File: config.mk
export PLATFORM = sky130hd
export DESIGN_NAME = rss_reset_source_status
export DESIGN_NICKNAME = d
export VERILOG_FILES = /design/src/core/rss_reset_source_status.v
export VERILOG_INCLUDE_DIRS = /design/src /design/src/core
export SDC_FILE = /design/constraint.sdc
export NUM_CORES = 1
export LEC_CHECK = 0
export BUFFER_PORTS_ARGS = -buffer_cell sky130_fd_sc_hd__buf_2
export CAP_MARGIN = 30
export CELL_PAD_IN_SITES_DETAIL_PLACEMENT = 0
export CELL_PAD_IN_SITES_GLOBAL_PLACEMENT = 1
export CORE_ASPECT_RATIO = 0.7
export CORE_MARGIN = 4
export CORE_UTILIZATION = 29
export DETAILED_ROUTE_END_ITERATION = 8
export HOLD_SLACK_MARGIN = 0.03
export PLACE_DENSITY_LB_ADDON = 0.1
export SLEW_MARGIN = 25
export SYNTH_ARGS = -nofsm -noshare
export SYNTH_HDL_FRONTEND = slang
export SYNTH_SLANG_ARGS = --single-unit
export TNS_END_PERCENT = 100
File: constraint.sdc
create_clock -name ref_clk -period 2.25 [get_ports ref_clk]
set_clock_uncertainty 0.05 [all_clocks]
set_input_delay 0.45 -clock ref_clk [delete_from_list [all_inputs] [get_ports ref_clk]]
set_output_delay 0.45 -clock ref_clk [all_outputs]
set_load 0.02 [all_outputs]
File: src/core/rss_regs.vh
`ifndef RSS_REGS_VH
`define RSS_REGS_VH
// ==========================================
// Register offsets
`define RSS_OFS_CAUSE 8'h00
`define RSS_OFS_FORCE 8'h01
// ==========================================
// Cause register bit positions
`define RSS_BIT_POWER_ON 7
`define RSS_BIT_PIN 6
`define RSS_BIT_WATCHDOG 5
`define RSS_BIT_ILL_OPCODE 4
`define RSS_BIT_ILL_ADDRESS 3
`define RSS_BIT_CLOCK_LOSS 2
`define RSS_BIT_LOW_VOLTAGE 1
`define RSS_BIT_FORCE 0
// ==========================================
// Reset values and watchdog service keys
`define RSS_CAUSE_RESET 8'h82
`define RSS_FORCE_READ 8'h00
`define RSS_KEY_FIRST 8'h55
`define RSS_KEY_SECOND 8'haa
`endif

File: src/core/rss_reset_source_status.v
// Operation
// [RL1] The cause register offers read-only flags naming the source of the latest reset.
// [RL2] A reset forced by the debug host leaves every cause flag cleared.
// [RL3] With the watchdog enabled, a cause-register write other than 0x55 or 0xaa trips it.
// [RL4] Writing 0x55 then 0xaa restarts the watchdog and leaves the stored flags alone.
// [RL5] At reset entry each active source sets its flag and each inactive one clears it; the code keeps the old power-on flag on a low-voltage-only reset.
// [RL6] Power-on sets bit 7 and also bit 1.
// [RL7] An enabled low-voltage trip resets and sets bit 1, keeping the power-on flag.
// [RL8] A low level on the external reset pin sets bit 6.
// [RL9] A watchdog timeout sets bit 5 and is blocked while the watchdog is disabled.
// [RL10] Illegal opcodes, stop without permit and background without permit set bit 4.
// [RL11] Access to an unimplemented address sets bit 3.
// [RL12] Loss of the external clock sets bit 2.
// [RL13] User-program writes to the force register are ignored; only debug writes count.
// [RL14] The force register always reads zero.
// [RL15] A debug write of one to force bit 0 forces a full reset.
// [RL16] The debug host writes the force register with a background memory write command.
// [RL17] Cause bit 0 reads zero and flags change only at reset entry.
`timescale 1ns/1ps
`include "rss_regs.vh"

module rss_reset_source_status
(
  input wire ref_clk,
  input wire rst,
  input wire clk_en,
  input wire power_on_event,
  input wire pin_reset_n,
  input wire watchdog_timeout,
  input wire watchdog_enable,
  input wire illegal_opcode_exec,
  input wire stop_exec,
  input wire stop_permit,
  input wire background_instruction,
  input wire background_mode_permit,
  input wire illegal_address_access,
  input wire clock_loss_event,
  input wire low_voltage_event,
  input wire low_voltage_reset_enable,
  input wire bus_wr,
  input wire bus_rd,
  input wire bus_debug,
  input wire [7:0] bus_addr,
  input wire [7:0] bus_wdata,
  output reg [7:0] bus_rdata,
  output reg watchdog_restart,
  output reg system_reset
);

  // ==========================================
  // Fixed values
  localparam [7:0] cause_init = `RSS_CAUSE_RESET;
  localparam [7:0] force_read = `RSS_FORCE_READ;
  localparam [7:0] key_first = `RSS_KEY_FIRST;
  localparam [7:0] key_second = `RSS_KEY_SECOND;
  localparam [7:0] ofs_cause = `RSS_OFS_CAUSE;
  localparam [7:0] ofs_force = `RSS_OFS_FORCE;
  localparam integer flag_count = 8;

  // ==========================================
  // Register state
  reg [7:0] reset_cause_register;
  reg key_armed;

  // ==========================================
  // Bus decode nets
  wire cause_hit;
  wire force_hit;
  wire cause_wr;
  wire force_wr_debug;
  wire key_first_seen;
  wire key_second_seen;
  wire key_other;

  // ==========================================
  // Source nets
  wire por_src;
  wire pin_src;
  reg wdog_timeout_src;
  reg wdog_key_src;
  wire wdog_src;
  wire opcode_src;
  reg stop_src;
  reg background_instruction_src;
  wire illegal_opcode_flag_src;
  wire illegal_address_flag_src;
  wire loc_src;
  reg lvd_src;
  wire force_src;
  wire [7:0] src_vec;
  wire flag_src;
  wire any_src;
  wire reset_entry;
  wire other_than_lvd;
  wire lvd_only;

  // ==========================================
  // Next-state nets and variables
  wire [7:0] next_cause;
  reg next_key_armed;
  reg next_watchdog_restart;
  reg next_system_reset;
  reg [7:0] next_rdata;

  // ==========================================
  // Bus decode
  assign cause_hit = (bus_addr == ofs_cause);
  assign force_hit = (bus_addr == ofs_force);
  // Debug-side writes to the cause address are not a watchdog service
  assign cause_wr = bus_wr && !bus_debug && cause_hit;
  // User-program writes never reach the force bit
  assign force_wr_debug = bus_wr && bus_debug && force_hit; // [RL13]
  assign key_first_seen = cause_wr && (bus_wdata == key_first);
  assign key_second_seen = cause_wr && (bus_wdata == key_second);
  // Any value outside the two keys counts as a failed service
  assign key_other = cause_wr && !key_first_seen && !key_second_seen; // [RL3]

  // ==========================================
  // Plain reset sources
  assign por_src = power_on_event;
  assign pin_src = !pin_reset_n; // [RL8]
  assign opcode_src = illegal_opcode_exec;
  assign illegal_address_flag_src = illegal_address_access; // [RL11]
  assign loc_src = clock_loss_event; // [RL12]
  assign force_src = force_wr_debug && bus_wdata[`RSS_BIT_FORCE]; // [RL15]

  // ==========================================
  // Gated reset sources
  always @*
  begin
    wdog_timeout_src = 1'b0;
    wdog_key_src = 1'b0;
    stop_src = 1'b0;
    background_instruction_src = 1'b0;
    lvd_src = 1'b0;
    // Gated by the enable, so a stray write cannot reset a part whose watchdog is off
    if (watchdog_enable)
    begin
      wdog_timeout_src = watchdog_timeout; // [RL9]
      wdog_key_src = key_other; // [RL3]
    end
    // Stop is only an illegal opcode while it is not permitted
    if (!stop_permit)
    begin
      stop_src = stop_exec; // [RL10]
    end
    // Same for the background instruction
    if (!background_mode_permit)
    begin
      background_instruction_src = background_instruction; // [RL10]
    end
    // A low supply only resets when that reset is enabled
    if (low_voltage_reset_enable)
    begin
      lvd_src = low_voltage_event; // [RL7]
    end
  end
  assign wdog_src = wdog_timeout_src || wdog_key_src;
  assign illegal_opcode_flag_src = opcode_src || stop_src || background_instruction_src; // [RL10]

  // ==========================================
  // Source vector in flag order
  assign src_vec[`RSS_BIT_POWER_ON] = por_src; // [RL6]
  assign src_vec[`RSS_BIT_PIN] = pin_src; // [RL8]
  assign src_vec[`RSS_BIT_WATCHDOG] = wdog_src; // [RL9]
  assign src_vec[`RSS_BIT_ILL_OPCODE] = illegal_opcode_flag_src; // [RL10]
  assign src_vec[`RSS_BIT_ILL_ADDRESS] = illegal_address_flag_src; // [RL11]
  assign src_vec[`RSS_BIT_CLOCK_LOSS] = loc_src; // [RL12]
  // Power-on also marks low voltage, since supply was still ramping
  assign src_vec[`RSS_BIT_LOW_VOLTAGE] = lvd_src || por_src; // [RL6]
  // The forced reset owns no flag, so it alone leaves every flag clear
  assign src_vec[`RSS_BIT_FORCE] = 1'b0; // [RL2] [RL17]
  assign flag_src = |src_vec;
  // Force counts as a source but carries no flag of its own
  assign any_src = flag_src || force_src;

  // ==========================================
  // Reset entry
  // Only the first cycle of a reset is captured; later sources are not merged
  assign reset_entry = any_src && !system_reset; // [RL5]
  assign other_than_lvd = por_src || pin_src || wdog_src || illegal_opcode_flag_src || illegal_address_flag_src || loc_src;
  assign lvd_only = lvd_src && !other_than_lvd;

  // ==========================================
  // Per-flag next value
  genvar b;
  generate
    for (b = 0; b < flag_count; b = b + 1)
    begin : g_flag
      if (b == `RSS_BIT_POWER_ON)
      begin : g_keep
        // Low-voltage alone keeps the old power-on flag
        assign next_cause[b] = lvd_only ? reset_cause_register[b] : src_vec[b]; // [RL7]
      end
      else
      begin : g_take
        // Every other flag simply follows its source at entry
        assign next_cause[b] = src_vec[b]; // [RL5]
      end
    end
  endgenerate

  // ==========================================
  // Watchdog service and reset request
  always @*
  begin
    next_key_armed = key_armed;
    next_watchdog_restart = 1'b0;
    next_system_reset = any_src;
    if (reset_entry)
    begin
      // A reset drops a half-written key
      next_key_armed = 1'b0;
    end
    else if (cause_wr)
    begin
      // Any cause write other than the first key disarms
      next_key_armed = key_first_seen;
      next_watchdog_restart = key_armed && key_second_seen; // [RL4]
    end
  end

  // ==========================================
  // Read data
  always @*
  begin
    next_rdata = bus_rdata;
    if (bus_rd)
    begin
      if (cause_hit)
      begin
        next_rdata = reset_cause_register; // [RL1]
      end
      else
      begin
        // Force register and unused addresses read zero
        next_rdata = force_read; // [RL14]
      end
    end
  end

  // ==========================================
  // Cause flags
  // Written only at reset entry; the bus can never alter them
  always @(posedge ref_clk)
  begin
    if (rst)
    begin
      reset_cause_register <= cause_init; // [RL6]
    end
    else if (clk_en)
    begin
      if (reset_entry)
      begin
        reset_cause_register <= next_cause; // [RL17]
      end
    end
    else
    begin
      reset_cause_register <= reset_cause_register;
    end
  end

  // ==========================================
  // Key state
  always @(posedge ref_clk)
  begin
    if (rst)
    begin
      key_armed <= 1'b0;
    end
    else if (clk_en)
    begin
      key_armed <= next_key_armed; // [RL4]
    end
    else
    begin
      key_armed <= key_armed;
    end
  end

  // ==========================================
  // Watchdog restart pulse
  // One cycle wide so the timer is cleared exactly once per key pair
  always @(posedge ref_clk)
  begin
    if (rst)
    begin
      watchdog_restart <= 1'b0;
    end
    else if (clk_en)
    begin
      watchdog_restart <= next_watchdog_restart; // [RL4]
    end
    else
    begin
      watchdog_restart <= watchdog_restart;
    end
  end

  // ==========================================
  // Reset request
  // Registered, so the request lags its source by one cycle
  always @(posedge ref_clk)
  begin
    if (rst)
    begin
      system_reset <= 1'b0;
    end
    else if (clk_en)
    begin
      system_reset <= next_system_reset; // [RL5]
    end
    else
    begin
      system_reset <= system_reset;
    end
  end

  // ==========================================
  // Read data register
  // Holds until the next read, so the host may sample late
  always @(posedge ref_clk)
  begin
    if (rst)
    begin
      bus_rdata <= 8'h00;
    end
    else if (clk_en)
    begin
      bus_rdata <= next_rdata; // [RL1]
    end
    else
    begin
      bus_rdata <= bus_rdata;
    end
  end
endmodule // rss_reset_source_status

Word level (Yosys, flattened, before mapping) --
Cells that the tools add are included.
Word-level totals: bits in registers 18, input port bits 35, output and inout port bits 10, word-level logic and storage cells 55
Cells by class: equality and inequality tests 3, muxes and demuxes 10, bitwise logic cells 1, reduce and logical (&&, ||, !) cells 35
Operators with widths (number):
- $logic_and A1 B1 Y1 | 12
- $logic_or A1 B1 Y1 | 10
- $mux W1 | 9
- $eq A8 B1 Y1 const B | 1
- $eq A8 B7 Y1 const B | 1
- $eq A8 B8 Y1 const B | 1
- $logic_not A8 Y1 | 1
- $mux W8 | 1
- $reduce_or A7 Y1 | 1
- $logic_not A1 Y1 | 6
- $reduce_and A2 Y1 | 3
- $reduce_and A3 Y1 | 1
- $reduce_bool A2 Y1 | 1
- $not A1 Y1 | 1

Logic depth before layout (Yosys ltp) --
Gate-level depths: netlist of run 1.
word-level depth 17, depth in mapped cells 5, mapped depth without buffers 5

Least setup slack after synthesis of run 1 --
Ideal clock, no wire load.
kind input to register, start point input bus_addr[7], end point register reset_cause_register[6], setup time 121 ps, arrival 1980 ps, data required time 2079 ps, path slack 98 ps, stages on the path 5, buffers on the path 0, cells stage by stage or4_4 > nor4_4 > nand4_4 > a21oi_4 > mux2_4
On the way: longest elaborated chain between the ends 12
RTL lines:
- from (decl) | RTL line rss_reset_source_status.v:43 | input wire [7:0] bus_addr,
- $logic_not A8 Y1 | RTL line rss_reset_source_status.v:107 | assign cause_hit = (bus_addr == ofs_cause);
- $logic_and A1 B1 Y1 | RTL line rss_reset_source_status.v:110 | assign cause_wr = bus_wr && !bus_debug && cause_hit;
- $logic_and A1 B1 Y1 | RTL line rss_reset_source_status.v:113 | assign key_first_seen = cause_wr && (bus_wdata == key_first);
- $logic_not A1 Y1 | RTL line rss_reset_source_status.v:116 | assign key_other = cause_wr && !key_first_seen && !key_second_seen;
- $logic_and A1 B1 Y1 (2 in a row) | RTL line rss_reset_source_status.v:116
- $mux W1 | RTL line rss_reset_source_status.v:137 | if (watchdog_enable)
- $logic_or A1 B1 Y1 | RTL line rss_reset_source_status.v:158 | assign wdog_src = wdog_timeout_src || wdog_key_src;
- $reduce_or A7 Y1 | RTL line rss_reset_source_status.v:173 | assign flag_src = |src_vec;
- $logic_or A1 B1 Y1 * | RTL line rss_reset_source_status.v:175 | assign any_src = flag_src || force_src;
- $logic_and A1 B1 Y1 * | RTL line rss_reset_source_status.v:180 | assign reset_entry = any_src && !system_reset;
- $reduce_and A2 Y1 (no source line) *
- to (signal assigned) | RTL line rss_reset_source_status.v:249 | reset_cause_register <= cause_init;
- to (signal assigned) | RTL line rss_reset_source_status.v:255 | reset_cause_register <= next_cause;
- to (signal assigned) | RTL line rss_reset_source_status.v:260 | reset_cause_register <= reset_cause_register;
- to (decl) | RTL line rss_reset_source_status.v:62 | reg [7:0] reset_cause_register;
Every way passes the cells marked *; elsewhere a longest branch is shown, timed or not. A chain may end at the register's enable or synchronous reset.

Worst setup path in the final report of run 1 --
start point input bus_addr[7], end point register reset_cause_register[3]
The elaborated chain is that of the path after synthesis.

==> results of run 1 <==
state kept, by name (all words and copies together), names as in the netlist:
name	flops
bus_rdata	7
system_reset	1
watchdog_restart	1
reset_cause_register	7
key_armed	1
power by group:
group | internal [mW] | switching [mW] | leakage (nW)
clock | 0.123 | 0.0982 | 0.0255
combinational | 0.0473 | 0.0477 | 0.372
sequential | 0.311 | 0.00810 | 0.139
metal layers:
metal  vias up  wire [um]  GRT usage
met5         -          0          0
met4         0          0     0.0174
met3         0        191     0.0505
met2        28        938      0.186
met1       416       1230      0.194
li1        473          -          -
cell families (layout without fill, tap and decap cells):
group                  count (synthesis)  count (layout)  share of synthesized area
AND/OR/NAND/NOR                       52              52                      0.374
AO/OA/AOI/OAI                         20              20                      0.161
flip-flops                            17              17                      0.371
buffers and inverters                  6              54                     0.0300
multiplexers                           5               5                     0.0600
other                                  1               1                    0.00409
critical path, delay by kind of cell:
family | cells | cell delay [ns]
and+or+nand+nor | 3 | 0.99
buffers and inverters | 2 | 0.25
muxes | 1 | 0.19
AOI/OAI and AO/OA | 1 | 0.18
cell usage in the layout (no fill, tap or decap), types with 4 or more instances in the layout:
cell type and instances:
a22oi_1 7, buf_2 43, buf_4 4, dfxtp_1 17, mux2i_1 4, nand2_1 6
nand2b_1 6, nor2_1 10, nor3_1 5, nor4bb_1 4
cell type report:
type,instances,area (um2)
inverter,3,11.3
clock buffer,3,41.3
sequential,17,340
multi-input combinational,78,549
clock inverter,1,5.00
fill,289,1670
tap,36,45.0
timing repair buffer,47,245
worst paths after layout:
kind,start,to,slack (ns),cells after the start
worst min register to register,reset_cause_register[4],reset_cause_register[4],0.43,2
worst max-delay path,bus_addr[7],reset_cause_register[3],0.32,7
worst max register to register,system_reset,reset_cause_register[3],0.95,4
worst min-delay path,clk_en,system_reset,0.43,2
==> flow_metrics.tcl, run 1 <==
set metrics [dict create \
    status "finished clean" \
    ant_nets 0 \
    drive_gt1_frac 0.396 \
    tns_ns 0 \
    diodes 0 \
    dr.first_iter.drc_count 46 \
    clk_latency_ns 0.25 \
    yosys.area.top_type_share 0.371 \
    antenna_found_initial 0 \
    synth_cells 101 \
    holdCritPathClass "input port to flip-flop" \
    vias 917 \
    hpwl_um 2010 \
    synth_edf_count 0 \
    worst_setup_path_start_kind "input port" \
    drv_cap 0 \
    holdWs_ns 0.427 \
    cts.repair.resized 0 \
    slowest_stage "or4_4" \
    cts-buffers-inserted 3 \
    report.final.slew_viol_count 0 \
    pin_count 45 \
    synth-async-reset-ratio 0 \
    wl_per_cell_um 12.8 \
    synth_cell_types 37 \
    rows 16 \
    cpPeakStageDelay_ns 0.57 \
    syn-num-nets 136 \
    path_class "input port to flip-flop" \
    peakVddDrop_uv 259 \
    grt_pass1_vias 871 \
    grt_first_pass_wirelength_um 4080 \
    dominantRegCellSynth "dfxtp_1" \
    area_delta_synth_final_pct 34.9 \
    arrival_ns 2.05 \
    clock-root-buffer "clkbuf_8" \
    syn_avg_cell_area_um2 9.08 \
    route.detailed.drc 0 \
    grt_start_max_net_pins 22 \
    die_area_um2 4140 \
    clock_sinks 17 \
    final_area_um2 1240 \
    rsz0062_at_grt "false" \
    period_needed_ns 1.93 \
    grt_overflow 0 \
    die_x_um 75.2 \
    leakagePower_nw 0.536 \
    viasPerCell 4.96 \
    ys_seq_area_frac 0.371 \
    setup_slack_ns 0.322 \
    port_buffers 43 \
    wirelength_um 2360 \
    power.total_mw 0.635 \
    crit_required_ns 2.38 \
    path_clk_slew_ns 0.06 \
    yosysMostFrequentCell "dfxtp_1" \
    cts_buffer_depth 2 \
    yosys_warnings 0 \
    synth_commonest_cells "dfxtp_1, nor2_1, a22oi_1, nand2_1, nand2b_1" \
    pre_cts_ws_ns 0.0556 \
    fmax_mhz 519 \
    hold_viol 0 \
    htreeDepth 1 \
    yosys.area.top_type "dfxtp_1" \
    fin_nets 185 \
    instances_no_fill 185 \
    post-cts-setup-buffer-count 0 \
    fin_crit_sh 0.857 \
    drtPass1Iterations 4 \
    holdBufCountCts 0 \
    setup_violations 0 \
    fp.dieH_um 55.1 \
    netlist_area_um2 917 \
    path_max_fanout 4 \
    ys_ff_latch 17 \
    placed_area_um2 1190 \
    synth.area.top_cells "dfxtp_1, a22oi_1, mux2i_1" \
    pwr_density_cell_nw_per_um2 513 \
    finish.utilization 0.426 \
    setup.worst_path.end_class "flip-flop" \
    initial_core_util 0.316 \
    path_cells "buf_2 > or4_4 > nor4_4 > nand4_4 > a21oi_4 > buf_4 > mux2i_1" \
    dp.cells 181 \
    fp.coreArea_um2 2900 \
    cts_tree "yes" \
    grt_usage 0.132 \
    gp_congestion 0.803 \
]
Power figures use the tool's default switching activity.
==> inputs of run 2 (changes only) <==
Settings changed: ABC_AREA from default to 1, CORE_UTILIZATION 29 to 27.
==> run 2 against run 1 <==
- utilization down 4.1 points
- clock-buffer cell count is the same
- register-to-register slack better by 0.27 ns
- critical path type unchanged
- largest cell class unchanged
==> flow_metrics.tcl, run 2 <==
set metrics [dict create \
    pin_count 45 \
    crit_required_ns 2.34 \
    final_area_um2 1250 \
    fmax_mhz 645 \
    period_needed_ns 1.55 \
    placed_area_um2 1210 \
    die_area_um2 4540 \
    initial_core_util 0.291 \
    final_common_cell "nand2_1" \
    gp_congestion 0.789 \
    yosys_warnings 0 \
    rr_endpoint "key_armed" \
    grt_usage 0.108 \
    grt_start_max_net_pins 15 \
    ant_nets 0 \
    final_cell_mix "nand2_1, buf_2, inv_1, nor2_1, dfxtp_1" \
    wirelength_um 2310 \
    vias 993 \
    ff2ff_setup_slack_ns 1.22 \
    antenna_found_initial 0 \
    port_buffers 43 \
    die_x_um 78.8 \
    worstHoldStart "illegal_address_access" \
    synthAdderAreaFrac 0 \
    cts-buffers-inserted 3 \
    syn_avg_cell_area_um2 6.41 \
    leakagePower_nw 0.636 \
    grt_overflow 0 \
    grt_pass1_vias 905 \
    report.final.slew_viol_count 0 \
    fin_crit_sh 0.689 \
    peakVddDrop_uv 249 \
    viasPerCell 4.15 \
    tns_ns 0 \
    clock-root-buffer "clkbuf_8" \
    clock_sinks 17 \
    hpwl_um 2020 \
    yosys.area.top_type_share 0.359 \
    wl_per_cell_um 9.64 \
    setup.worst_path.end_class "flip-flop" \
    drive_gt1_frac 0.292 \
    top_regs "bus_rdata: 7 flops, reset_cause_register: 7 flops" \
    clk_latency_ns 0.25 \
    reg2reg_from "system_reset" \
    dominantRegCellSynth "dfxtp_1" \
    syn-num-nets 183 \
    area_delta_synth_final_pct 32.2 \
    worst_setup_path_start_kind "input port" \
    rsz0062_at_grt "false" \
    post-cts-setup-buffer-count 0 \
    instances_no_fill 239 \
    dp.cells 235 \
    drv_cap 0 \
    drtPass1Iterations 4 \
    pwr_density_cell_nw_per_um2 535 \
    synth_commonest_cells "nand2_1, inv_1, nor2_1, dfxtp_1, a21oi_1" \
    synth_xor_area_frac 0 \
    path_max_fanout 5 \
    holdWs_ns 0.410 \
    critPathLaunch "bus_addr[7]" \
    worstHoldEndpoint "reset_cause_register[3]" \
    cts_tree "yes" \
    ys_ff_latch 17 \
    synth-async-reset-ratio 0 \
    synth_edf_count 0 \
    reg2reg_depth 6 \
    holdCritPathClass "input port to flip-flop" \
    yosys.area_share.simple 0.389 \
    netlist_area_um2 948 \
    synth_cells 148 \
    synth_cell_types 22 \
    path_class "input port to flip-flop" \
    cts.repair.resized 0 \
    synth.area.top_cells "dfxtp_1, nand2_1, a21oi_1" \
    diodes 0 \
    yosysMostFrequentCell "nand2_1" \
    dr.first_iter.drc_count 23 \
    rows 17 \
    synth_top_family_by_area "simple AND/OR/NAND/NOR gates" \
    status "finished clean" \
    synth_mux_area_frac 0 \
    holdBufCountCts 0 \
    htreeDepth 1 \
    whs_path_depth 3 \
    path_clk_slew_ns 0.06 \
    arrival_ns 1.64 \
    fp.coreArea_um2 3250 \
    route.detailed.drc 0 \
    setup_violations 0 \
    fin_nets 228 \
    synth_compound_area_frac 0.144 \
    hold_viol 0 \
    cts_buffer_depth 2 \
    ys_seq_area_frac 0.359 \
    fp.dieH_um 57.6 \
    yosys.area.top_type "dfxtp_1" \
    grt_first_pass_wirelength_um 3920 \
]
==> run 2: cell types whose count changed in the layout (fill, tap and decap cells not counted), sizes merged, moves of 12 or more <==
cell   change
nor2      +12
nand2     +40
a21oi     +12
inv       +17
==> run 2: worst max-delay path: stages <==
cell     delay (ns)
buf_2          0.10
nor2_2         0.10
nand2_2        0.09
nor3_4         0.26
nand3_2        0.13
nand4_4        0.11
nand2_1        0.12
nand2_1        0.08
nand2_1        0.04
nor2_1         0.09
nor2_1         0.06
==> run 2: worst max-delay path by stage <==
stage / endpoint / slack [ns]
floorplan: key_armed / 0.70
global placement: key_armed / 0.47
detailed placement: key_armed / 0.45
CTS: key_armed / 0.72
global route: reset_cause_register[2] / 0.54
finish: key_armed / 0.70
==> run 2: area by class of cell <==
class                   instances  area, um2
fillers                       363       2000
multi-input cells             107        509
inverters                      21       83.8
clock buffers                   3       41.3
well taps                      47       58.8
repair buffers                 43        215
clock inverters                 1       5.00
flip-flops and latches         17        340
==> run 2: layer usage <==
layer | GRT usage | vias to the layer above | share of wire
met5 | 0 | - | 0
met4 | 0.00735 | 0 | 0
met3 | 0.0489 | 0 | 0.075
met2 | 0.154 | 26 | 0.41
met1 | 0.156 | 416 | 0.52
li1 | - | 551 | -
==> run 2: per-stage QoR <==
stage / util / setup slack [ns] / power [mW]
final: 0.385 / 0.700 / 0.671
after global placement: 0.371 / 0.471 / 0.459
after CTS: 0.385 / 0.718 / 0.681
after detailed placement: 0.371 / 0.450 / 0.460
after global routing: 0.385 / 0.542 / 0.717
after floorplan: - / 0.703 / 0.405
==> run 2: cells by family (layout without fill, tap and decap cells) <==
logic type | count (synthesis) | in the layout
AND/OR/NAND/NOR | 80 | 80
AO/OA/AOI/OAI | 26 | 26
buffers and inverters | 24 | 68
flip-flops | 17 | 17
other | 1 | 1
==> run 2: power by group <==
| group | total (mW) | switching, mW | internal [mW] | leakage, nW |
|---|---|---|---|---|
| sequential | 0.327 | 0.00816 | 0.319 | 0.140 |
| clock | 0.218 | 0.0956 | 0.123 | 0.0255 |
| combinational | 0.125 | 0.0744 | 0.0508 | 0.471 |
| total | 0.671 | 0.178 | 0.493 | 0.636 |
